==> config.mk <==
export PLATFORM = sky130hd
export DESIGN_NAME = cpuflg_top
export DESIGN_NICKNAME = d
export VERILOG_FILES = /design/src/rtl/cpuflg_pkg.sv /design/src/rtl/cpuflg_calc.sv /design/src/rtl/cpuflg_prio.sv /design/src/rtl/cpuflg_top.sv
export SDC_FILE = /design/constraint.sdc
export NUM_CORES = 1
export LEC_CHECK = 0
export BUFFER_PORTS_ARGS = -buffer_cell sky130_fd_sc_hd__buf_2
export CAP_MARGIN = 20
export CORE_UTILIZATION = 49
export CTS_CLUSTER_SIZE = 30
export DETAILED_ROUTE_END_ITERATION = 7
export PLACE_DENSITY = 0.85
export SLEW_MARGIN = 5
export SYNTH_ARGS = -nofsm -noshare
export SYNTH_HDL_FRONTEND = slang
export SYNTH_SLANG_ARGS = --single-unit
==> constraint.sdc <==
create_clock -name clk_i -period 10.6 [get_ports clk_i]
set_input_delay 1.59 -clock clk_i [delete_from_list [all_inputs] [get_ports clk_i]]
set_output_delay 1.59 -clock clk_i [all_outputs]
set_load 0.03 [all_outputs]
==> src/rtl/cpuflg_pkg.sv <==
// package: register map, field positions and carriers for the cpu status flags block
package cpuflg_pkg;

    // register byte offsets on the wishbone bus
    localparam logic [7:0] FLAGS_OFS  = 8'h00;
    localparam logic [7:0] CORE_CONTROL_REGISTER_OFS = 8'h04;
    localparam logic [7:0] INTCN1_OFS = 8'h08;

    // cpu_flags_register bit positions
    localparam int FLG_C   = 0;
    localparam int FLG_Z   = 1;
    localparam int FLG_OV  = 2;
    localparam int FLG_N   = 3;
    localparam int FLG_RA  = 4;
    localparam int FLG_IPL = 5;
    localparam int FLG_DC  = 8;
    // core_control_register priority high bit, interrupt_control_one nesting_disable
    localparam int CORE_CONTROL_REGISTER_IPL3 = 3;
    localparam int INTCN1_NSTD = 15;

    // values after reset, and the highest three-bit priority level
    localparam logic [15:0] FLAGS_RST  = 16'h0000;
    localparam logic        IPL3_RST   = 1'b0;
    localparam logic        NSTD_RST   = 1'b0;
    localparam logic [2:0]  IPL_MAX    = 3'h7;

    // which flags an instruction is defined to affect
    typedef struct packed {
        logic dc;
        logic n;
        logic ov;
        logic z;
        logic c;
    } cpuflg_mask_t;

    // one datapath operation
    typedef struct packed {
        logic         valid;
        logic         sub;
        logic         byte_op;
        logic         use_carry;
        logic         z_sticky;
        cpuflg_mask_t affect;
        logic [15:0]  opa;
        logic [15:0]  opb;
    } cpuflg_op_t;

    // flags produced by the arithmetic unit
    typedef struct packed {
        logic        dc;
        logic        n;
        logic        ov;
        logic        zero;
        logic        c;
        logic [15:0] result;
    } cpuflg_res_t;

endpackage : cpuflg_pkg

==> src/rtl/cpuflg_calc.sv <==
// arithmetic unit: add or subtract with carry, byte or word, and its flags
`timescale 1ns/1ns
module cpuflg_calc
    import cpuflg_pkg::*;
(
    input  wire cpuflg_pkg::cpuflg_op_t  op_i,
    input  wire logic                    carry_i,
    output      cpuflg_pkg::cpuflg_res_t res_o
);
    import cpuflg_pkg::*;

    // subtraction adds the inverted operand, carry in stands for no borrow
    wire logic [15:0] opb_eff = op_i.sub ? ~op_i.opb : op_i.opb;
    wire logic        cin     = op_i.use_carry ? carry_i : op_i.sub;
    wire logic [16:0] sum_w   = {1'b0, op_i.opa} + {1'b0, opb_eff} + {16'h0000, cin};
    wire logic [8:0]  sum_b   = {1'b0, op_i.opa[7:0]} + {1'b0, opb_eff[7:0]} + {8'h00, cin};
    wire logic [4:0]  sum_h   = {1'b0, op_i.opa[3:0]} + {1'b0, opb_eff[3:0]} + {4'h0, cin};
    wire logic        a_msb   = op_i.byte_op ? op_i.opa[7] : op_i.opa[15];
    wire logic        b_msb   = op_i.byte_op ? opb_eff[7] : opb_eff[15];
    wire logic [15:0] result  = op_i.byte_op ? {8'h00, sum_w[7:0]} : sum_w[15:0];
    wire logic        r_msb   = op_i.byte_op ? result[7] : result[15];

    assign res_o.result = result;
    assign res_o.dc     = op_i.byte_op ? sum_h[4] : sum_b[8];
    assign res_o.n      = r_msb;
    assign res_o.ov     = (a_msb == b_msb) && (r_msb != a_msb);
    assign res_o.zero   = op_i.byte_op ? (result[7:0] == 8'h00) : (result == 16'h0000);
    assign res_o.c      = op_i.byte_op ? sum_b[8] : sum_w[16];

endmodule : cpuflg_calc

==> src/rtl/cpuflg_prio.sv <==
// priority join: effective four-bit level and user interrupt block
`timescale 1ns/1ns
module cpuflg_prio
    import cpuflg_pkg::*;
(
    input  wire logic [2:0] ipl_i,
    input  wire logic       ipl3_i,
    output      logic [3:0] level_o,
    output      logic       block_o
);
    import cpuflg_pkg::*;

    // high bit adds eight to the binary level
    assign level_o = {ipl3_i, ipl_i};
    assign block_o = ipl3_i || (ipl_i == IPL_MAX);

endmodule : cpuflg_prio

==> src/rtl/cpuflg_top.sv <==
// cpu status flags word with priority level and wishbone register access
// Operation
// - half carry from bit 3 or 7
// - level seven blocks user interrupts
// - priority field is binary, plus eight high
// - control bit 3 is priority msb
// - high priority bit blocks user interrupts
// - nesting disable makes priority field read only, control bit 3 stays writable
// - repeat flag mirrors loop activity, read only
// - negative flag follows result sign
// - overflow flag on wrong sign change
// - zero cleared on nonzero, sticky otherwise (only z_sticky forms hold it; plain forms set it on a zero result)
// - carry flag from carry out of the result msb
// - bits 15 to 9 read zero
//
// Local design decisions: the Wishbone slave port and the address map.
`timescale 1ns/1ns
module cpuflg_top
    import cpuflg_pkg::*;
(
    input  wire logic                   clk_i,
    input  wire logic                   rst_i,
    input  wire logic                   wb_cyc_i,
    input  wire logic                   wb_stb_i,
    input  wire logic                   wb_we_i,
    input  wire logic [7:0]             wb_adr_i,
    input  wire logic [3:0]             wb_sel_i,
    input  wire logic [31:0]            wb_dat_i,
    output      logic [31:0]            wb_dat_o,
    output      logic                   wb_ack_o,
    input  wire cpuflg_pkg::cpuflg_op_t op_i,
    input  wire logic                   hw_ipl_we_i,
    input  wire logic [2:0]             hw_ipl_i,
    input  wire logic                   repeat_busy_i,
    output      logic [15:0]            result_o,
    output      logic [15:0]            flags_o,
    output      logic [3:0]             cpu_prio_o,
    output      logic                   user_irq_block_o
);
    import cpuflg_pkg::*;

    // flag and control state
    logic        dc_q;
    logic        n_q;
    logic        ov_q;
    logic        z_q;
    logic        c_q;
    logic        ra_q;
    logic [2:0]  ipl_q;
    logic        ipl3_q;
    logic        nstd_q;
    logic        ack_q;
    logic [31:0] rdat_q;
    logic [15:0] result_q;

    cpuflg_res_t calc;

    cpuflg_calc u_calc (
        .op_i    (op_i),
        .carry_i (c_q),
        .res_o   (calc)
    );

    cpuflg_prio u_prio (
        .ipl_i   (ipl_q),
        .ipl3_i  (ipl3_q),
        .level_o (cpu_prio_o),
        .block_o (user_irq_block_o)
    );

    // register image, unimplemented bits tied low
    wire logic [15:0] flags_img = {7'h00, dc_q, ipl_q, ra_q, n_q, ov_q, z_q, c_q};
    wire logic [15:0] core_control_register_img = {12'h000, ipl3_q, 3'h0};
    wire logic [15:0] intcn1_img = {nstd_q, 15'h0000};

    // bus decode
    wire logic req      = wb_cyc_i && wb_stb_i;
    wire logic sel_flg  = (wb_adr_i == FLAGS_OFS);
    wire logic sel_cor  = (wb_adr_i == CORE_CONTROL_REGISTER_OFS);
    wire logic sel_int  = (wb_adr_i == INTCN1_OFS);
    // a write takes effect on the edge the master sees ack
    wire logic wr_take  = req && wb_we_i && ack_q;
    wire logic wr_flg_l = wr_take && sel_flg && wb_sel_i[0];
    wire logic wr_flg_h = wr_take && sel_flg && wb_sel_i[1];
    wire logic wr_cor   = wr_take && sel_cor && wb_sel_i[0];
    wire logic wr_int   = wr_take && sel_int && wb_sel_i[1];

    wire logic [15:0] rd_mux = sel_flg ? flags_img :
                               sel_cor ? core_control_register_img :
                               sel_int ? intcn1_img : 16'h0000;

    // per-flag update: datapath wins over software in the same cycle
    wire logic upd   = op_i.valid;
    wire logic upd_c = upd && op_i.affect.c;
    wire logic upd_z = upd && op_i.affect.z;
    wire logic upd_v = upd && op_i.affect.ov;
    wire logic upd_n = upd && op_i.affect.n;
    wire logic upd_h = upd && op_i.affect.dc;

    // z_sticky forms only clear zero, plain forms track the result
    wire logic z_next = op_i.z_sticky ? (z_q && calc.zero) : calc.zero;

    // priority field: hardware load first, software only when nesting allowed
    wire logic ipl_sw = wr_flg_l && !nstd_q;

    // bus slave
    always_ff @(posedge clk_i)
    begin
        if (rst_i)
        begin
            ack_q  <= 1'b0;
            rdat_q <= 32'h00000000;
        end
        else
        begin
            ack_q  <= req && !ack_q;
            rdat_q <= {16'h0000, rd_mux};
        end
    end

    // arithmetic flags
    always_ff @(posedge clk_i)
    begin
        if (rst_i)
        begin
            c_q  <= FLAGS_RST[FLG_C];
            z_q  <= FLAGS_RST[FLG_Z];
            ov_q <= FLAGS_RST[FLG_OV];
            n_q  <= FLAGS_RST[FLG_N];
            dc_q <= FLAGS_RST[FLG_DC];
        end
        else
        begin
            if (upd_c)
                c_q <= calc.c;
            else if (wr_flg_l)
                c_q <= wb_dat_i[FLG_C];
            if (upd_z)
                z_q <= z_next;
            else if (wr_flg_l)
                z_q <= wb_dat_i[FLG_Z];
            if (upd_v)
                ov_q <= calc.ov;
            else if (wr_flg_l)
                ov_q <= wb_dat_i[FLG_OV];
            if (upd_n)
                n_q <= calc.n;
            else if (wr_flg_l)
                n_q <= wb_dat_i[FLG_N];
            if (upd_h)
                dc_q <= calc.dc;
            else if (wr_flg_h)
                dc_q <= wb_dat_i[FLG_DC];
        end
    end

    // priority, repeat status and control bits
    always_ff @(posedge clk_i)
    begin
        if (rst_i)
        begin
            ipl_q  <= FLAGS_RST[FLG_IPL +: 3];
            ra_q   <= FLAGS_RST[FLG_RA];
            ipl3_q <= IPL3_RST;
            nstd_q <= NSTD_RST;
        end
        else
        begin
            if (hw_ipl_we_i)
                ipl_q <= hw_ipl_i;
            else if (ipl_sw)
                ipl_q <= wb_dat_i[FLG_IPL +: 3];
            ra_q <= repeat_busy_i;
            if (wr_cor)
                ipl3_q <= wb_dat_i[CORE_CONTROL_REGISTER_IPL3];
            if (wr_int)
                nstd_q <= wb_dat_i[INTCN1_NSTD];
        end
    end

    // last datapath result
    always_ff @(posedge clk_i)
    begin
        if (rst_i)
            result_q <= 16'h0000;
        else if (upd)
            result_q <= calc.result;
    end

    assign wb_ack_o = ack_q;
    assign wb_dat_o = rdat_q;
    assign flags_o  = flags_img;
    assign result_o = result_q;

    // checks
    a_ack_single: assert property (@(posedge clk_i) disable iff (rst_i)
        wb_ack_o |=> !wb_ack_o)
        else $error("ack held longer than one cycle");

    a_ack_follows: assert property (@(posedge clk_i) disable iff (rst_i)
        (req && !wb_ack_o) |=> wb_ack_o)
        else $error("ack missing one cycle after request");

    a_unimpl_zero: assert property (@(posedge clk_i) disable iff (rst_i)
        flags_o[15:9] == 7'h00
            && (!(wb_ack_o && $past(sel_flg)) || wb_dat_o[31:9] == 23'h000000))
        else $error("unimplemented flag bits not zero");

    a_prio_join: assert property (@(posedge clk_i) disable iff (rst_i)
        cpu_prio_o == {ipl3_q, flags_o[FLG_IPL +: 3]})
        else $error("priority level not joined from high bit and field");

    a_block_high: assert property (@(posedge clk_i) disable iff (rst_i)
        ipl3_q |-> user_irq_block_o && cpu_prio_o >= 4'h8)
        else $error("user interrupts open with high priority bit set");

    a_block_seven: assert property (@(posedge clk_i) disable iff (rst_i)
        (flags_o[FLG_IPL +: 3] == 3'h7) |-> user_irq_block_o)
        else $error("user interrupts open at level seven");

    a_block_low: assert property (@(posedge clk_i) disable iff (rst_i)
        (!ipl3_q && flags_o[FLG_IPL +: 3] != 3'h7) |-> !user_irq_block_o
            && cpu_prio_o == {1'b0, flags_o[FLG_IPL +: 3]})
        else $error("low priority level decoded wrongly");

    a_ipl_locked: assert property (@(posedge clk_i) disable iff (rst_i)
        (nstd_q && !hw_ipl_we_i) |=> $stable(flags_o[FLG_IPL +: 3]))
        else $error("priority field changed while nesting disabled");

    a_ipl_write: assert property (@(posedge clk_i) disable iff (rst_i)
        (wr_flg_l && !nstd_q && !hw_ipl_we_i)
            |=> flags_o[FLG_IPL +: 3] == $past(wb_dat_i[FLG_IPL +: 3]))
        else $error("priority field write lost");

    a_repeat_track: assert property (@(posedge clk_i) disable iff (rst_i)
        ##1 flags_o[FLG_RA] == $past(repeat_busy_i))
        else $error("repeat flag does not follow loop activity");

    a_carry_word: assert property (@(posedge clk_i) disable iff (rst_i)
        (upd_c && !op_i.byte_op && !op_i.sub && !op_i.use_carry)
            |=> flags_o[FLG_C] == ({1'b0, $past(op_i.opa)} + {1'b0, $past(op_i.opb)} > 17'h0FFFF))
        else $error("carry flag wrong after word add");

    a_half_byte: assert property (@(posedge clk_i) disable iff (rst_i)
        (upd_h && op_i.byte_op && !op_i.sub && !op_i.use_carry)
            |=> flags_o[FLG_DC] == ($past(op_i.opa[3:0]) + $past(op_i.opb[3:0]) > 5'h0F))
        else $error("half carry wrong after byte add");

    a_neg_sign: assert property (@(posedge clk_i) disable iff (rst_i)
        (upd_n && !op_i.byte_op) |=> flags_o[FLG_N] == result_o[15])
        else $error("negative flag disagrees with result sign");

    a_ovf_pos: assert property (@(posedge clk_i) disable iff (rst_i)
        (upd_v && !op_i.byte_op && !op_i.sub && !op_i.use_carry
            && !op_i.opa[15] && !op_i.opb[15]) |=> flags_o[FLG_OV] == result_o[15])
        else $error("overflow flag wrong for two positive operands");

    a_zero_sticky: assert property (@(posedge clk_i) disable iff (rst_i)
        (upd_z && op_i.z_sticky && calc.zero) |=> flags_o[FLG_Z] == $past(z_q))
        else $error("sticky zero flag changed on zero result");

    a_zero_clear: assert property (@(posedge clk_i) disable iff (rst_i)
        (upd_z && !calc.zero) |=> !flags_o[FLG_Z])
        else $error("zero flag not cleared on nonzero result");

    a_flag_hold: assert property (@(posedge clk_i) disable iff (rst_i)
        (upd && !op_i.affect.n && !op_i.affect.c && !wr_flg_l)
            |=> $stable(flags_o[FLG_N]) && $stable(flags_o[FLG_C]))
        else $error("unaffected flag changed");

endmodule : cpuflg_top

==> results of run 1 <==
## layout make-up
type	count	area [sq um]	share of cell area
clock buffers	5	68.8	0.0192
clock inverters	3	68.8	0.0192
inverters	11	41.3	0.0115
multi-input cells	300	1990	0.556
flip-flops and latches	38	761	0.213
well taps	75	93.8	0.0262
repair buffers	111	556	0.155
## logic make-up (layout without fill, tap and decap cells)
group,Yosys count,count (layout),synth area share
AO/OA/AOI/OAI,89,89,0.207
XOR/XNOR,18,18,0.0522
adder cells (fa/ha/maj),17,17,0.0753
buffers and inverters,62,130,0.125
flip-flops,38,38,0.252
multiplexers,22,22,0.0749
other,1,29,0.00124
AND/OR/NAND/NOR,125,125,0.212
## metrics by stage
step           instance area (sq um)  power [uW]  utilization  std cells
3_5_place_dp                    3440         349        0.581        535
5_1_grt                         3580         524        0.604        543
2_1_floorplan                   3130         310            -        400
6_report                        3580         496        0.604        543
3_3_place_gp                    3440         346        0.581        535
4_1_cts                         3580         496        0.604        543
## routing by layer
metal | GRT usage | wire length [um] | vias to the layer above
met1 | 0.284 | 3070 | 1299
met5 | 0 | 0 | -
met2 | 0.407 | 3650 | 143
met3 | 0.0250 | 649 | 16
li1 | - | - | 1461
met4 | 0.111 | 206 | 0
## worst max-delay path, delay by kind of cell
family	cells	cell delay, ns
compound gates	6	1.79
fa+ha+maj	2	0.54
buf+inv	1	0.39
xor+xnor	1	0.21
simple gates	1	0.06
## power by group
| group | internal, uW | total [uW] | switching, uW |
|---|---|---|---|
| logic | 71.4 | 192 | 120 |
| registers | 151 | 157 | 5.91 |
| clock network | 94.3 | 147 | 52.6 |
## cell usage in the layout, fill, tap and decap left out, types with 4 or more instances in the layout
master	synthesis	layout
sky130_fd_sc_hd__a31oi_1	5	5
sky130_fd_sc_hd__o211a_1	5	5
sky130_fd_sc_hd__xor2_1	15	15
sky130_fd_sc_hd__dfxtp_1	38	38
sky130_fd_sc_hd__mux2i_1	17	17
sky130_fd_sc_hd__o21ai_0	10	10
sky130_fd_sc_hd__o31a_1	4	4
sky130_fd_sc_hd__nand3_1	8	8
sky130_fd_sc_hd__buf_2	0	111
sky130_fd_sc_hd__a21o_1	6	6
sky130_fd_sc_hd__and2_1	10	10
sky130_fd_sc_hd__nor3b_1	5	5
sky130_fd_sc_hd__clkbuf_8	0	5
sky130_fd_sc_hd__nor2b_1	6	6
sky130_fd_sc_hd__nor4_1	5	5
sky130_fd_sc_hd__mux2_2	5	5
sky130_fd_sc_hd__ha_1	15	15
sky130_fd_sc_hd__inv_1	11	11
sky130_fd_sc_hd__nor2_1	31	31
sky130_fd_sc_hd__nand2_1	29	29
sky130_fd_sc_hd__o21a_1	7	7
sky130_fd_sc_hd__a21oi_1	19	19
sky130_fd_sc_hd__conb_1	1	29
sky130_fd_sc_hd__nor3_1	10	10
sky130_fd_sc_hd__and3_1	4	4
sky130_fd_sc_hd__a211oi_1	6	6
## final timing paths
kind / start / depth (start not counted) / endpoint / slack [ns]
worst max-delay path: op_i[40] / 11 / c_q$_SDFFE_PP0P_ / 6.17
worst min-delay path: wb_ack_o$_SDFF_PP0_ / 1 / wb_ack_o$_SDFF_PP0_ / 0.44
worst max register to register: c_q$_SDFFE_PP0P_ / 10 / c_q$_SDFFE_PP0P_ / 7.56
worst min register to register: wb_ack_o$_SDFF_PP0_ / 1 / wb_ack_o$_SDFF_PP0_ / 0.44
## synthesized netlist by cell type (all sizes together) (2+ instances only)
cell	count	area share
a2111oi	3	0.0087
a211o	3	0.0087
a211oi	6	0.015
a21o	6	0.015
a21oi	19	0.031
a31oi	5	0.010
a32oi	2	0.0058
and2	10	0.021
and3	4	0.0083
buf	39	0.097
clkbuf	12	0.015
dfxtp	38	0.25
fa	2	0.013
ha	15	0.062
inv	11	0.014
mux2	5	0.019
mux2i	17	0.056
nand2	29	0.036
nand2b	3	0.0062
nand3	8	0.013
nand3b	2	0.0050
nor2	31	0.038
nor2b	7	0.017
nor3	10	0.017
nor3b	5	0.012
nor4	5	0.010
o211a	5	0.017
o211ai	3	0.0074
o21a	7	0.017
o21ai	11	0.018
o31a	4	0.012
o31ai	3	0.0074
or2	2	0.0041
or3	2	0.0041
xnor2	3	0.0087
xor2	15	0.043
==> run_results.csv, run 1 <==
group,metric,value,unit
sta,setup_viol,0,
pwr,power-per-cell-area,139,nW/um^2
yosys,synth_ff_type,"sky130_fd_sc_hd__dfxtp_1",
cts,clkTransAtPathRegs,0.07,ns
setup_path,crit_fanout,17,
drt,via_count,2919,
cells_and_area,number_of_flip_flops_under_the_largest_register_name,16,
drt,antenna_left,0,
sta,timing.clock.skew,0.00607,ns
die,die_width,80.5,um
outcome,status,"finished clean",
die,core.rowCount,28,
sta,timing.final.hold_violations,0,
die,initial_core_util,0.511,
yosys,postSynthAreaPerCell,8.13,sq um
global_routing,global_route.overflow_total,0,
sta,clock.fmax,226,MHz
cells_and_area,final_net_count,580,
setup_path,start_kind,"input pin",
global_routing,grt_first_pass_wirelength,11700,um
worst_hold_path,holdCritPathClass,"flip-flop to flip-flop",
die,floorplan.io_pins,166,
drt,detail_route.vias_per_cell,5.38,
global_routing,grt.total_usage,0.234,
cts,cts_hold_buffers,0,
cts,numCtsBuffers,5,
placed_design,gp_congestion,0.902,
cts,clk_root_buffer_cell,"sky130_fd_sc_hd__clkbuf_8",
global_routing,grt_pass1_vias,2583,
cells_and_area,drive_gt1_frac,0.278,
sta,rsz0062_at_grt,"no",
drt,route.detailed.wl_per_inst,14.0,um
setup_path,critical_path_start_end_classification,"input pin to flip-flop",
cts,numClockSinks,38,
yosys,syn-instance-count,372,
setup_path,critPathSlowestCell,"sky130_fd_sc_hd__o41ai_1",
sta,fin_crit_sh,0.418,
sta,whs,0.441,ns
cells_and_area,final.fill_count,539,
die,core_region_area,5920,sq um
cts,cts_tree,"yes",
drt,drt_first_pass_iters,4,
pwr,power.leakage,0.00182,uW
cts,ctsResizeCount,0,
setup_path,setup.worst_path.end_class,"flip-flop",
cts,number_of_buffers_inserted_by_post_cts_setup_repair,0,
drt,dr.first_iter.drc_count,182,
die,design.die.area,6490,sq um
yosys,synth-warning-count,0,
global_routing,antenna_found_initial,0,
cells_and_area,syn2layout_area_growth,18.3,%
die,chipHeight,80.5,um
setup_path,timing.critical_path.cells,"buf_2 -> xnor2_1 -> fa_1 -> fa_1 -> nor2b_4 -> o31a_1 -> o21a_1 -> o41ai_1 -> a21oi_1 -> o31ai_1 -> a311oi_1",
cts,clock_latency,0.29,ns
yosys,synth-async-reset-ratio,0,
placed_design,place_hpwl,6080,um
yosys,synth_enable_flop_cells,0,
yosys,yosys_reg_bits,38,
global_routing,grt_max_degree,33,
cts,ctsHtreeMaxLevel,2,
yosys,netlist_area,3020,sq um
drt,route.final.wire_length,7580,um
drt,remaining_drc_errors,0,
cells_and_area,num_antenna_cells,0,
yosys,synth_seq_area_share,0.252,
yosys,synth_cell_types,58,
sta,finalMaxSlewViolations,0,
setup_path,cp_peak_stage_delay,0.66,ns
sta,worst_setup_slack_after_layout,6.17,ns
sta,slew_at_the_pin_with_the_worst_max_slew_slack,0.875,ns
sta,fin_tns_setup,0,ns
run,maxCapViolCount,0,
setup_path,critical_path_arrival,4.58,ns
pwr,vdd_ir_drop_max,85.5,uV
setup_path,crit_top_cell,"sky130_fd_sc_hd__fa_1",
sta,timing.final.crit_period,4.43,ns
setup_path,cp_data_required_time,10.75,ns
cts,clock_path_buffers,2,
placed_design,numPortBuffers,111,
placed_design,pre_cts_ws,5.89,ns
sta,relSlewSlack,0.402,
No activity file was read; power rests on OpenSTA's default activity.
==> inputs of run 2 (changes only) <==
--- a/config.mk
+++ b/config.mk
@@ -5,12 +5,13 @@
 export SDC_FILE = /design/constraint.sdc
 export NUM_CORES = 1
 export LEC_CHECK = 0
+export ABC_AREA = 1
 export BUFFER_PORTS_ARGS = -buffer_cell sky130_fd_sc_hd__buf_2
 export CAP_MARGIN = 20
-export CORE_UTILIZATION = 49
+export CORE_UTILIZATION = 41
 export CTS_CLUSTER_SIZE = 30
 export DETAILED_ROUTE_END_ITERATION = 7
-export PLACE_DENSITY = 0.85
+export PLACE_DENSITY = 0.75
 export SLEW_MARGIN = 5
 export SYNTH_ARGS = -nofsm -noshare
 export SYNTH_HDL_FRONTEND = slang
==> constraint.sdc (replaced) <==
create_clock -name clk_i -period 3.8 [get_ports clk_i]
set_input_delay 0.57 -clock clk_i [delete_from_list [all_inputs] [get_ports clk_i]]
set_output_delay 0.57 -clock clk_i [all_outputs]
set_load 0.03 [all_outputs]
==> run 2 against run 1 <==
  * Combinational power grew to 2.7 times the previous value
  * Cell count is 25% higher
  * Global-route usage is 3.2 points lower
  * Flip-flop and latch count stayed put
  * Die area is 21% higher
  * First-iteration DRC count is 3.8% lower
  * Critical endpoint is now z_q$_SDFFE_PP0P_
  * Largest power group unchanged
  * Power grew to 2.8 times the previous value
  * Critical path type unchanged
  * Wire length is 3.4% higher
  * Sequential power grew to 2.8 times the previous value
  * Hold slack worse by 0.0040 ns
==> run_results.csv, run 2 <==
group,metric,value,unit
outcome,status,"finished clean",
yosys,postSynthAreaPerCell,6.37,sq um
cts,clk_root_buffer_cell,"sky130_fd_sc_hd__clkbuf_8",
cts,cts_hold_buffers,0,
cells_and_area,final_net_count,693,
yosys,synth_seq_area_share,0.248,
pwr,power.leakage,0.00213,uW
yosys,synth_cell_types,31,
pwr,clock_power_share,0.308,
setup_path,critical_path_start_end_classification,"input pin to flip-flop",
drt,detail_route.vias_per_cell,4.67,
drt,antenna_left,0,
sta,fin_tns_setup,0,ns
pwr,switching_power,504,uW
drt,route.detailed.wl_per_inst,11.5,um
placed_design,place_hpwl,6610,um
die,core.rowCount,31,
sta,fin_crit_sh,0.740,
die,floorplan.io_pins,166,
die,design.die.area,7830,sq um
yosys,yosysTopAreaCellShare,0.248,
yosys,synth_enable_flop_cells,0,
cts,clock_latency,0.29,ns
cts,clock_path_buffers,2,
sta,clock.fmax,356,MHz
placed_design,numPortBuffers,111,
pwr,internal-power,869,uW
global_routing,grt_first_pass_wirelength,12100,um
yosys,synth_top_cell_by_area,"sky130_fd_sc_hd__dfxtp_1",
global_routing,global_route.overflow_total,0,
drt,via_count,3178,
drt,dr.first_iter.drc_count,175,
cells_and_area,layout.cells.most_common,"sky130_fd_sc_hd__nand2_1",
global_routing,grt_max_degree,34,
cts,ctsResizeCount,0,
cts,clkTransAtPathRegs,0.07,ns
cells_and_area,syn2layout_area_growth,19.5,%
cells_and_area,number_of_flip_flops_under_the_largest_register_name,16,
pwr,seq_power_share,0.317,
cells_and_area,num_antenna_cells,0,
drt,drt_first_pass_iters,4,
yosys,netlist_top_cells_area,"sky130_fd_sc_hd__dfxtp_1, sky130_fd_sc_hd__nand2_1, sky130_fd_sc_hd__inv_1",
global_routing,grt_pass1_vias,2744,
yosys,synth_ff_type,"sky130_fd_sc_hd__dfxtp_1",
yosys,post-synth-top-count-cell,"sky130_fd_sc_hd__nand2_1",
sta,timing.final.crit_period,2.81,ns
pwr,power_consumption,1370,uW
setup_path,rrSetupSlack,1.06,ns
drt,remaining_drc_errors,0,
setup_path,setup.worst_path.end_class,"flip-flop",
cts,cts_tree,"yes",
yosys,synth.cells.most_frequent,"sky130_fd_sc_hd__nand2_1, sky130_fd_sc_hd__inv_1, sky130_fd_sc_hd__nor2_1",
cells_and_area,layout.cells.most_common_list,"sky130_fd_sc_hd__nand2_1, sky130_fd_sc_hd__buf_2, sky130_fd_sc_hd__inv_1, sky130_fd_sc_hd__nor2_1, sky130_fd_sc_hd__dfxtp_1",
die,initial_core_util,0.423,
global_routing,antenna_found_initial,0,
setup_path,r2r-end,"z_q$_SDFFE_PP0P_",
setup_path,worstRegToRegCells,16,
drt,route.final.wire_length,7840,um
placed_design,gp_congestion,0.846,
worst_hold_path,worst_hold_path.endpoint,"wb_dat_o[4]$_SDFF_PP0_",
setup_path,reg2reg_from,"c_q$_SDFFE_PP0P_",
global_routing,grt.total_usage,0.202,
placed_design,dpl-instance-area,3520,sq um
die,die_width,88.5,um
pwr,vdd_ir_drop_max,133,uV
setup_path,start_kind,"input pin",
worst_hold_path,min-delay-start,"ra_q$_SDFF_PP0_",
worst_hold_path,hold_depth,2,
yosys,yosys_reg_bits,38,
sta,finalMaxSlewViolations,0,
cts,number_of_buffers_inserted_by_post_cts_setup_repair,0,
cells_and_area,final_util,0.506,
sta,timing.clock.skew,0.00576,ns
die,core_region_area,7250,sq um
setup_path,crit_fanout,5,
pwr,comb_power_frac,0.376,
cts,numClockSinks,38,
sta,whs,0.437,ns
setup_path,critical_path_arrival,3.03,ns
yosys,synth-warning-count,0,
cells_and_area,drive_gt1_frac,0.220,
worst_hold_path,holdCritPathClass,"flip-flop to flip-flop",
yosys,netlist_area,3070,sq um
cts,ctsHtreeMaxLevel,2,
sta,slew_at_the_pin_with_the_worst_max_slew_slack,0.572,ns
die,chipHeight,88.5,um
pwr,power-per-cell-area,374,nW/um^2
sta,timing.final.hold_violations,0,
sta,rsz0062_at_grt,"no",
cts,numCtsBuffers,5,
sta,setup_viol,0,
pwr,power.share.switching,0.367,
yosys,syn-instance-count,482,
cells_and_area,fin_area,3670,sq um
setup_path,cp_data_required_time,4.02,ns
run,maxCapViolCount,0,
yosys,synth-async-reset-ratio,0,
sta,relSlewSlack,0.618,
-- run 2: changes by cell type after synthesis, sizes merged, moves of 7 or more --
cell / delta
nand2: +89
inv: +68
nand3: +26
o21ai: +17
mux2i: -16
nor2: +14
nand4: +9
and2: -7
nor2b: -7
nor3: -7
o21a: -7
-- run 2: worst max-delay path by stage --
stage | from | to | slack (ns) | depth (start not counted)
floorplan | op_i[40] | z_q$_SDFFE_PP0P_ | 0.84 | 16
global placement | op_i[40] | z_q$_SDFFE_PP0P_ | 0.77 | 15
detailed placement | op_i[40] | z_q$_SDFFE_PP0P_ | 0.71 | 15
CTS | op_i[40] | z_q$_SDFFE_PP0P_ | 0.99 | 15
global route | op_i[40] | z_q$_SDFFE_PP0P_ | 0.77 | 15
finish | op_i[40] | z_q$_SDFFE_PP0P_ | 0.99 | 15
-- run 2: critical path: stages --
cell	delay [ns]
sky130_fd_sc_hd__buf_2	0.15
sky130_fd_sc_hd__xnor2_1	0.16
sky130_fd_sc_hd__fa_1	0.46
sky130_fd_sc_hd__fa_1	0.42
sky130_fd_sc_hd__inv_1	0.11
sky130_fd_sc_hd__nand3_1	0.07
sky130_fd_sc_hd__nand3_1	0.20
sky130_fd_sc_hd__nand2_1	0.12
sky130_fd_sc_hd__nand3_1	0.16
sky130_fd_sc_hd__nand2_1	0.07
sky130_fd_sc_hd__nand3_1	0.09
sky130_fd_sc_hd__nand2_1	0.06
sky130_fd_sc_hd__nor2_1	0.14
sky130_fd_sc_hd__nand4_1	0.11
sky130_fd_sc_hd__a21oi_1	0.14
-- run 2: per-layer routing --
metal / vias up / wire length, um / global-route usage / share of wire
met5: - / 0 / 0 / 0
met4: 0 / 177 / 0.0836 / 0.023
met3: 14 / 460 / 0.0299 / 0.059
met2: 117 / 3760 / 0.369 / 0.48
met1: 1408 / 3440 / 0.234 / 0.44
li1: 1639 / - / - / -
-- run 2: power by group through the flow --
stage | Clock, uW | Combinational [uW] | Sequential [uW]
6_report | 422 | 516 | 435
5_1_grt | 448 | 581 | 438
4_1_cts | 428 | 516 | 435
3_5_place_dp | 0 | 514 | 444
3_3_place_gp | 0 | 506 | 443
2_1_floorplan | 0 | 362 | 482
-- run 2: cells by family after synthesis --
| group | after synthesis | share of synthesized area |
|---|---|---|
| AND/OR/NAND/NOR | 214 | 0.294 |
| buffers and inverters | 128 | 0.206 |
| AO/OA/AOI/OAI | 61 | 0.111 |
| flip-flops | 38 | 0.248 |
| XOR/XNOR | 22 | 0.0628 |
| adder cells (fa/ha/maj) | 17 | 0.0742 |
| other | 1 | 0.00122 |
| multiplexers | 1 | 0.00326 |
-- run 2: cell type report --
class | count | area (sq um)
Clock inverter | 2 | 60.1
Sequential cell | 38 | 761
Inverter | 79 | 297
Clock buffer | 6 | 82.6
Tap cell | 99 | 124
Multi-Input combinational cell | 344 | 1780
Fill cell | 776 | 3590
Timing Repair Buffer | 112 | 563
-- run 2: through the flow --
step,worst slack (ns),instances
floorplan,0.843,510
global placement,0.772,672
detailed placement,0.713,672
CTS,0.988,680
global route,0.772,680
finish,0.989,680
==> inputs of run 3 (changes only) <==
--- a/config.mk
+++ b/config.mk
@@ -8,10 +8,10 @@
 export ABC_AREA = 1
 export BUFFER_PORTS_ARGS = -buffer_cell sky130_fd_sc_hd__buf_2
 export CAP_MARGIN = 20
-export CORE_UTILIZATION = 41
+export CORE_UTILIZATION = 46
 export CTS_CLUSTER_SIZE = 30
 export DETAILED_ROUTE_END_ITERATION = 7
-export PLACE_DENSITY = 0.75
+export PLACE_DENSITY = 0.8
 export SLEW_MARGIN = 5
 export SYNTH_ARGS = -nofsm -noshare
 export SYNTH_HDL_FRONTEND = slang
==> constraint.sdc (replaced) <==
create_clock -name clk_i -period 2.6 [get_ports clk_i]
set_input_delay 0.39 -clock clk_i [delete_from_list [all_inputs] [get_ports clk_i]]
set_output_delay 0.39 -clock clk_i [all_outputs]
set_load 0.03 [all_outputs]
==> run 3 against run 2 <==
  * Die area decreased by 11%
  * Highest routed layer unchanged
  * Sequential share of layout area down 0.43 points
  * Critical path type is now flip-flop to flip-flop
  * Flip-flop and latch count stayed put
  * Power rose by 40%
  * Largest power group unchanged
  * Final area increased by 2.1%
==> run_results.csv, run 3 (synthesis results as in run 2) <==
group,metric,value,unit
cells_and_area,num_antenna_cells,0,
setup_path,crit_top_cell,"sky130_fd_sc_hd__nand3_1",
pwr,vdd_ir_drop_max,455,uV
cts,clk_root_buffer_cell,"sky130_fd_sc_hd__clkbuf_8",
drt,via_count,3183,
sta,fin_crit_sh,0.928,
cells_and_area,layout.cells.most_common,"sky130_fd_sc_hd__nand2_1",
pwr,power-per-cell-area,515,nW/um^2
sta,setup_viol,0,
worst_hold_path,hold_depth,3,
drt,route.final.wire_length,7710,um
cts,numCtsBuffers,5,
cts,cts_tree,"yes",
cts,ctsHtreeMaxLevel,2,
drt,remaining_drc_errors,0,
die,design.die.area,7000,sq um
setup_path,critical_path_arrival,2.64,ns
sta,clock.fmax,415,MHz
sta,slew_at_the_pin_with_the_worst_max_slew_slack,0.621,ns
cells_and_area,fin_area,3740,sq um
sta,relSlewSlack,0.586,
placed_design,placed_cells_incl_taps,664,
global_routing,global_route.overflow_total,0,
worst_hold_path,min-delay-start,"repeat_busy_i",
sta,fin_tns_setup,0,ns
die,core_region_area,6390,sq um
setup_path,cp_peak_stage_delay,0.41,ns
outcome,status,"finished clean",
placed_design,gp_congestion,0.869,
sta,timing.clock.skew,0.00396,ns
cells_and_area,final_net_count,708,
worst_hold_path,holdCritPathClass,"input pin to flip-flop",
setup_path,setup.worst_path.end_class,"flip-flop",
sta,timing.final.crit_period,2.41,ns
die,initial_core_util,0.480,
drt,antenna_left,0,
drt,drt_first_pass_iters,4,
pwr,power.leakage,0.00219,uW
global_routing,antenna_found_initial,0,
setup_path,rrSetupSlack,0.19,ns
die,chipHeight,83.7,um
setup_path,critical_path.n_buffers_inverters,2,
setup_path,timing.critical_path.max_delay_family,"simple AND/OR/NAND/NOR gates",
global_routing,grt.total_usage,0.225,
cells_and_area,syn2layout_area_growth,22.1,%
setup_path,critPathSlowestCell,"sky130_fd_sc_hd__fa_2",
drt,detail_route.vias_per_cell,4.73,
placed_design,place_hpwl,6500,um
cells_and_area,layout.cells.most_common_list,"sky130_fd_sc_hd__nand2_1, sky130_fd_sc_hd__buf_2, sky130_fd_sc_hd__inv_1, sky130_fd_sc_hd__nor2_1, sky130_fd_sc_hd__dfxtp_1",
setup_path,start_kind,"flip-flop",
drt,dr.first_iter.drc_count,138,
pwr,power_consumption,1930,uW
setup_path,r2r-end,"z_q$_SDFFE_PP0P_",
sta,whs,0.321,ns
cells_and_area,stdcell_count,673,
die,core.rowCount,29,
cts,clock_latency,0.28,ns
cts,numClockSinks,38,
global_routing,grt_pass1_vias,2947,
setup_path,crit_fanout,3,
placed_design,dpl-instance-area,3610,sq um
setup_path,cp_data_required_time,2.82,ns
global_routing,grt_first_pass_wirelength,12900,um
setup_path,critical_path_start_end_classification,"flip-flop to flip-flop",
die,floorplan.io_pins,166,
worst_hold_path,worst_hold_path.endpoint,"ra_q$_SDFF_PP0_",
setup_path,timing.critical_path.cells,"inv_1 -> nand2_1 -> o21ai_1 -> fa_2 -> fa_2 -> inv_1 -> nand3_1 -> nand3_2 -> nand3_1 -> nand3_1 -> nand2_1 -> nand3_1 -> nand2_1 -> nor2_2 -> nand4_1 -> a21oi_2",
setup_path,reg2reg_from,"c_q$_SDFFE_PP0P_",
cells_and_area,drive_gt1_frac,0.250,
placed_design,numPortBuffers,111,
drt,route.detailed.wl_per_inst,11.5,um
run,maxCapViolCount,0,
sta,finalMaxSlewViolations,0,
setup_path,worstRegToRegCells,16,
die,die_width,83.7,um
sta,timing.final.hold_violations,0,
cts,clkTransAtPathRegs,0.07,ns
sta,rsz0062_at_grt,"no",
cts,clock_path_buffers,2,
setup_path,cp.depth,16,
global_routing,grt_max_degree,26,
cells_and_area,number_of_flip_flops_under_the_largest_register_name,16,
==> run 3: worst max path at each step <==
stage / from / to / slack, ns
2_1_floorplan: op_i[40] / z_q$_SDFFE_PP0P_ / 0.05
3_3_place_gp: op_i[40] / z_q$_SDFFE_PP0P_ / -0.003
3_5_place_dp: op_i[40] / z_q$_SDFFE_PP0P_ / -0.01
4_1_cts: c_q$_SDFFE_PP0P_ / z_q$_SDFFE_PP0P_ / 0.13
5_1_grt: c_q$_SDFFE_PP0P_ / z_q$_SDFFE_PP0P_ / 0.01
6_report: c_q$_SDFFE_PP0P_ / z_q$_SDFFE_PP0P_ / 0.19
==> run 3: per-layer routing <==
| metal | part of all wire | GRT usage | wire length (um) |
|---|---|---|---|
| met5 | 0 | 0 | 0 |
| met4 | 0.020 | 0.0770 | 156 |
| met3 | 0.048 | 0.0307 | 370 |
| met2 | 0.49 | 0.415 | 3800 |
| met1 | 0.44 | 0.266 | 3380 |
==> run 3: layout make-up <==
type | instances | area, sq um
Clock buffer | 7 | 76.3
Clock inverter | 1 | 30.0
Fill cell | 637 | 2640
Inverter | 79 | 297
Multi-Input combinational cell | 344 | 1810
Sequential cell | 38 | 761
Tap cell | 77 | 96.3
Timing Repair Buffer | 127 | 676
==> run 3: timing repair <==
action	4_1_cts	5_1_grt
endpoints found under the setup margin	0	2
gates resized for setup	0	7
buffers inserted	0	1
hold buffers	0	0
endpoints found under the hold margin	0	0
==> run 3: power breakdown <==
part           switching (uW)  internal [uW]
sequential               18.5            617
combinational             517            295
clock                     194            287
total                     730           1200
==> run 3: worst register-to-register path, delay by kind of cell (launching register included) <==
family | cells | cell delay (ns)
adders and majority gates | 2 | 0.76
buffers and inverters | 2 | 0.17
and+or+nand+nor | 10 | 0.89
DFF | 1 | 0.32
AOI/OAI and AO/OA | 2 | 0.21
==> run 3: per-stage QoR <==
stage / utilization / setup slack, ns
finish: 0.586 / 0.188
detailed placement: 0.565 / -0.0134
floorplan: - / 0.0475
global route: 0.586 / 0.0104
CTS: 0.582 / 0.133
global placement: 0.565 / -0.00293
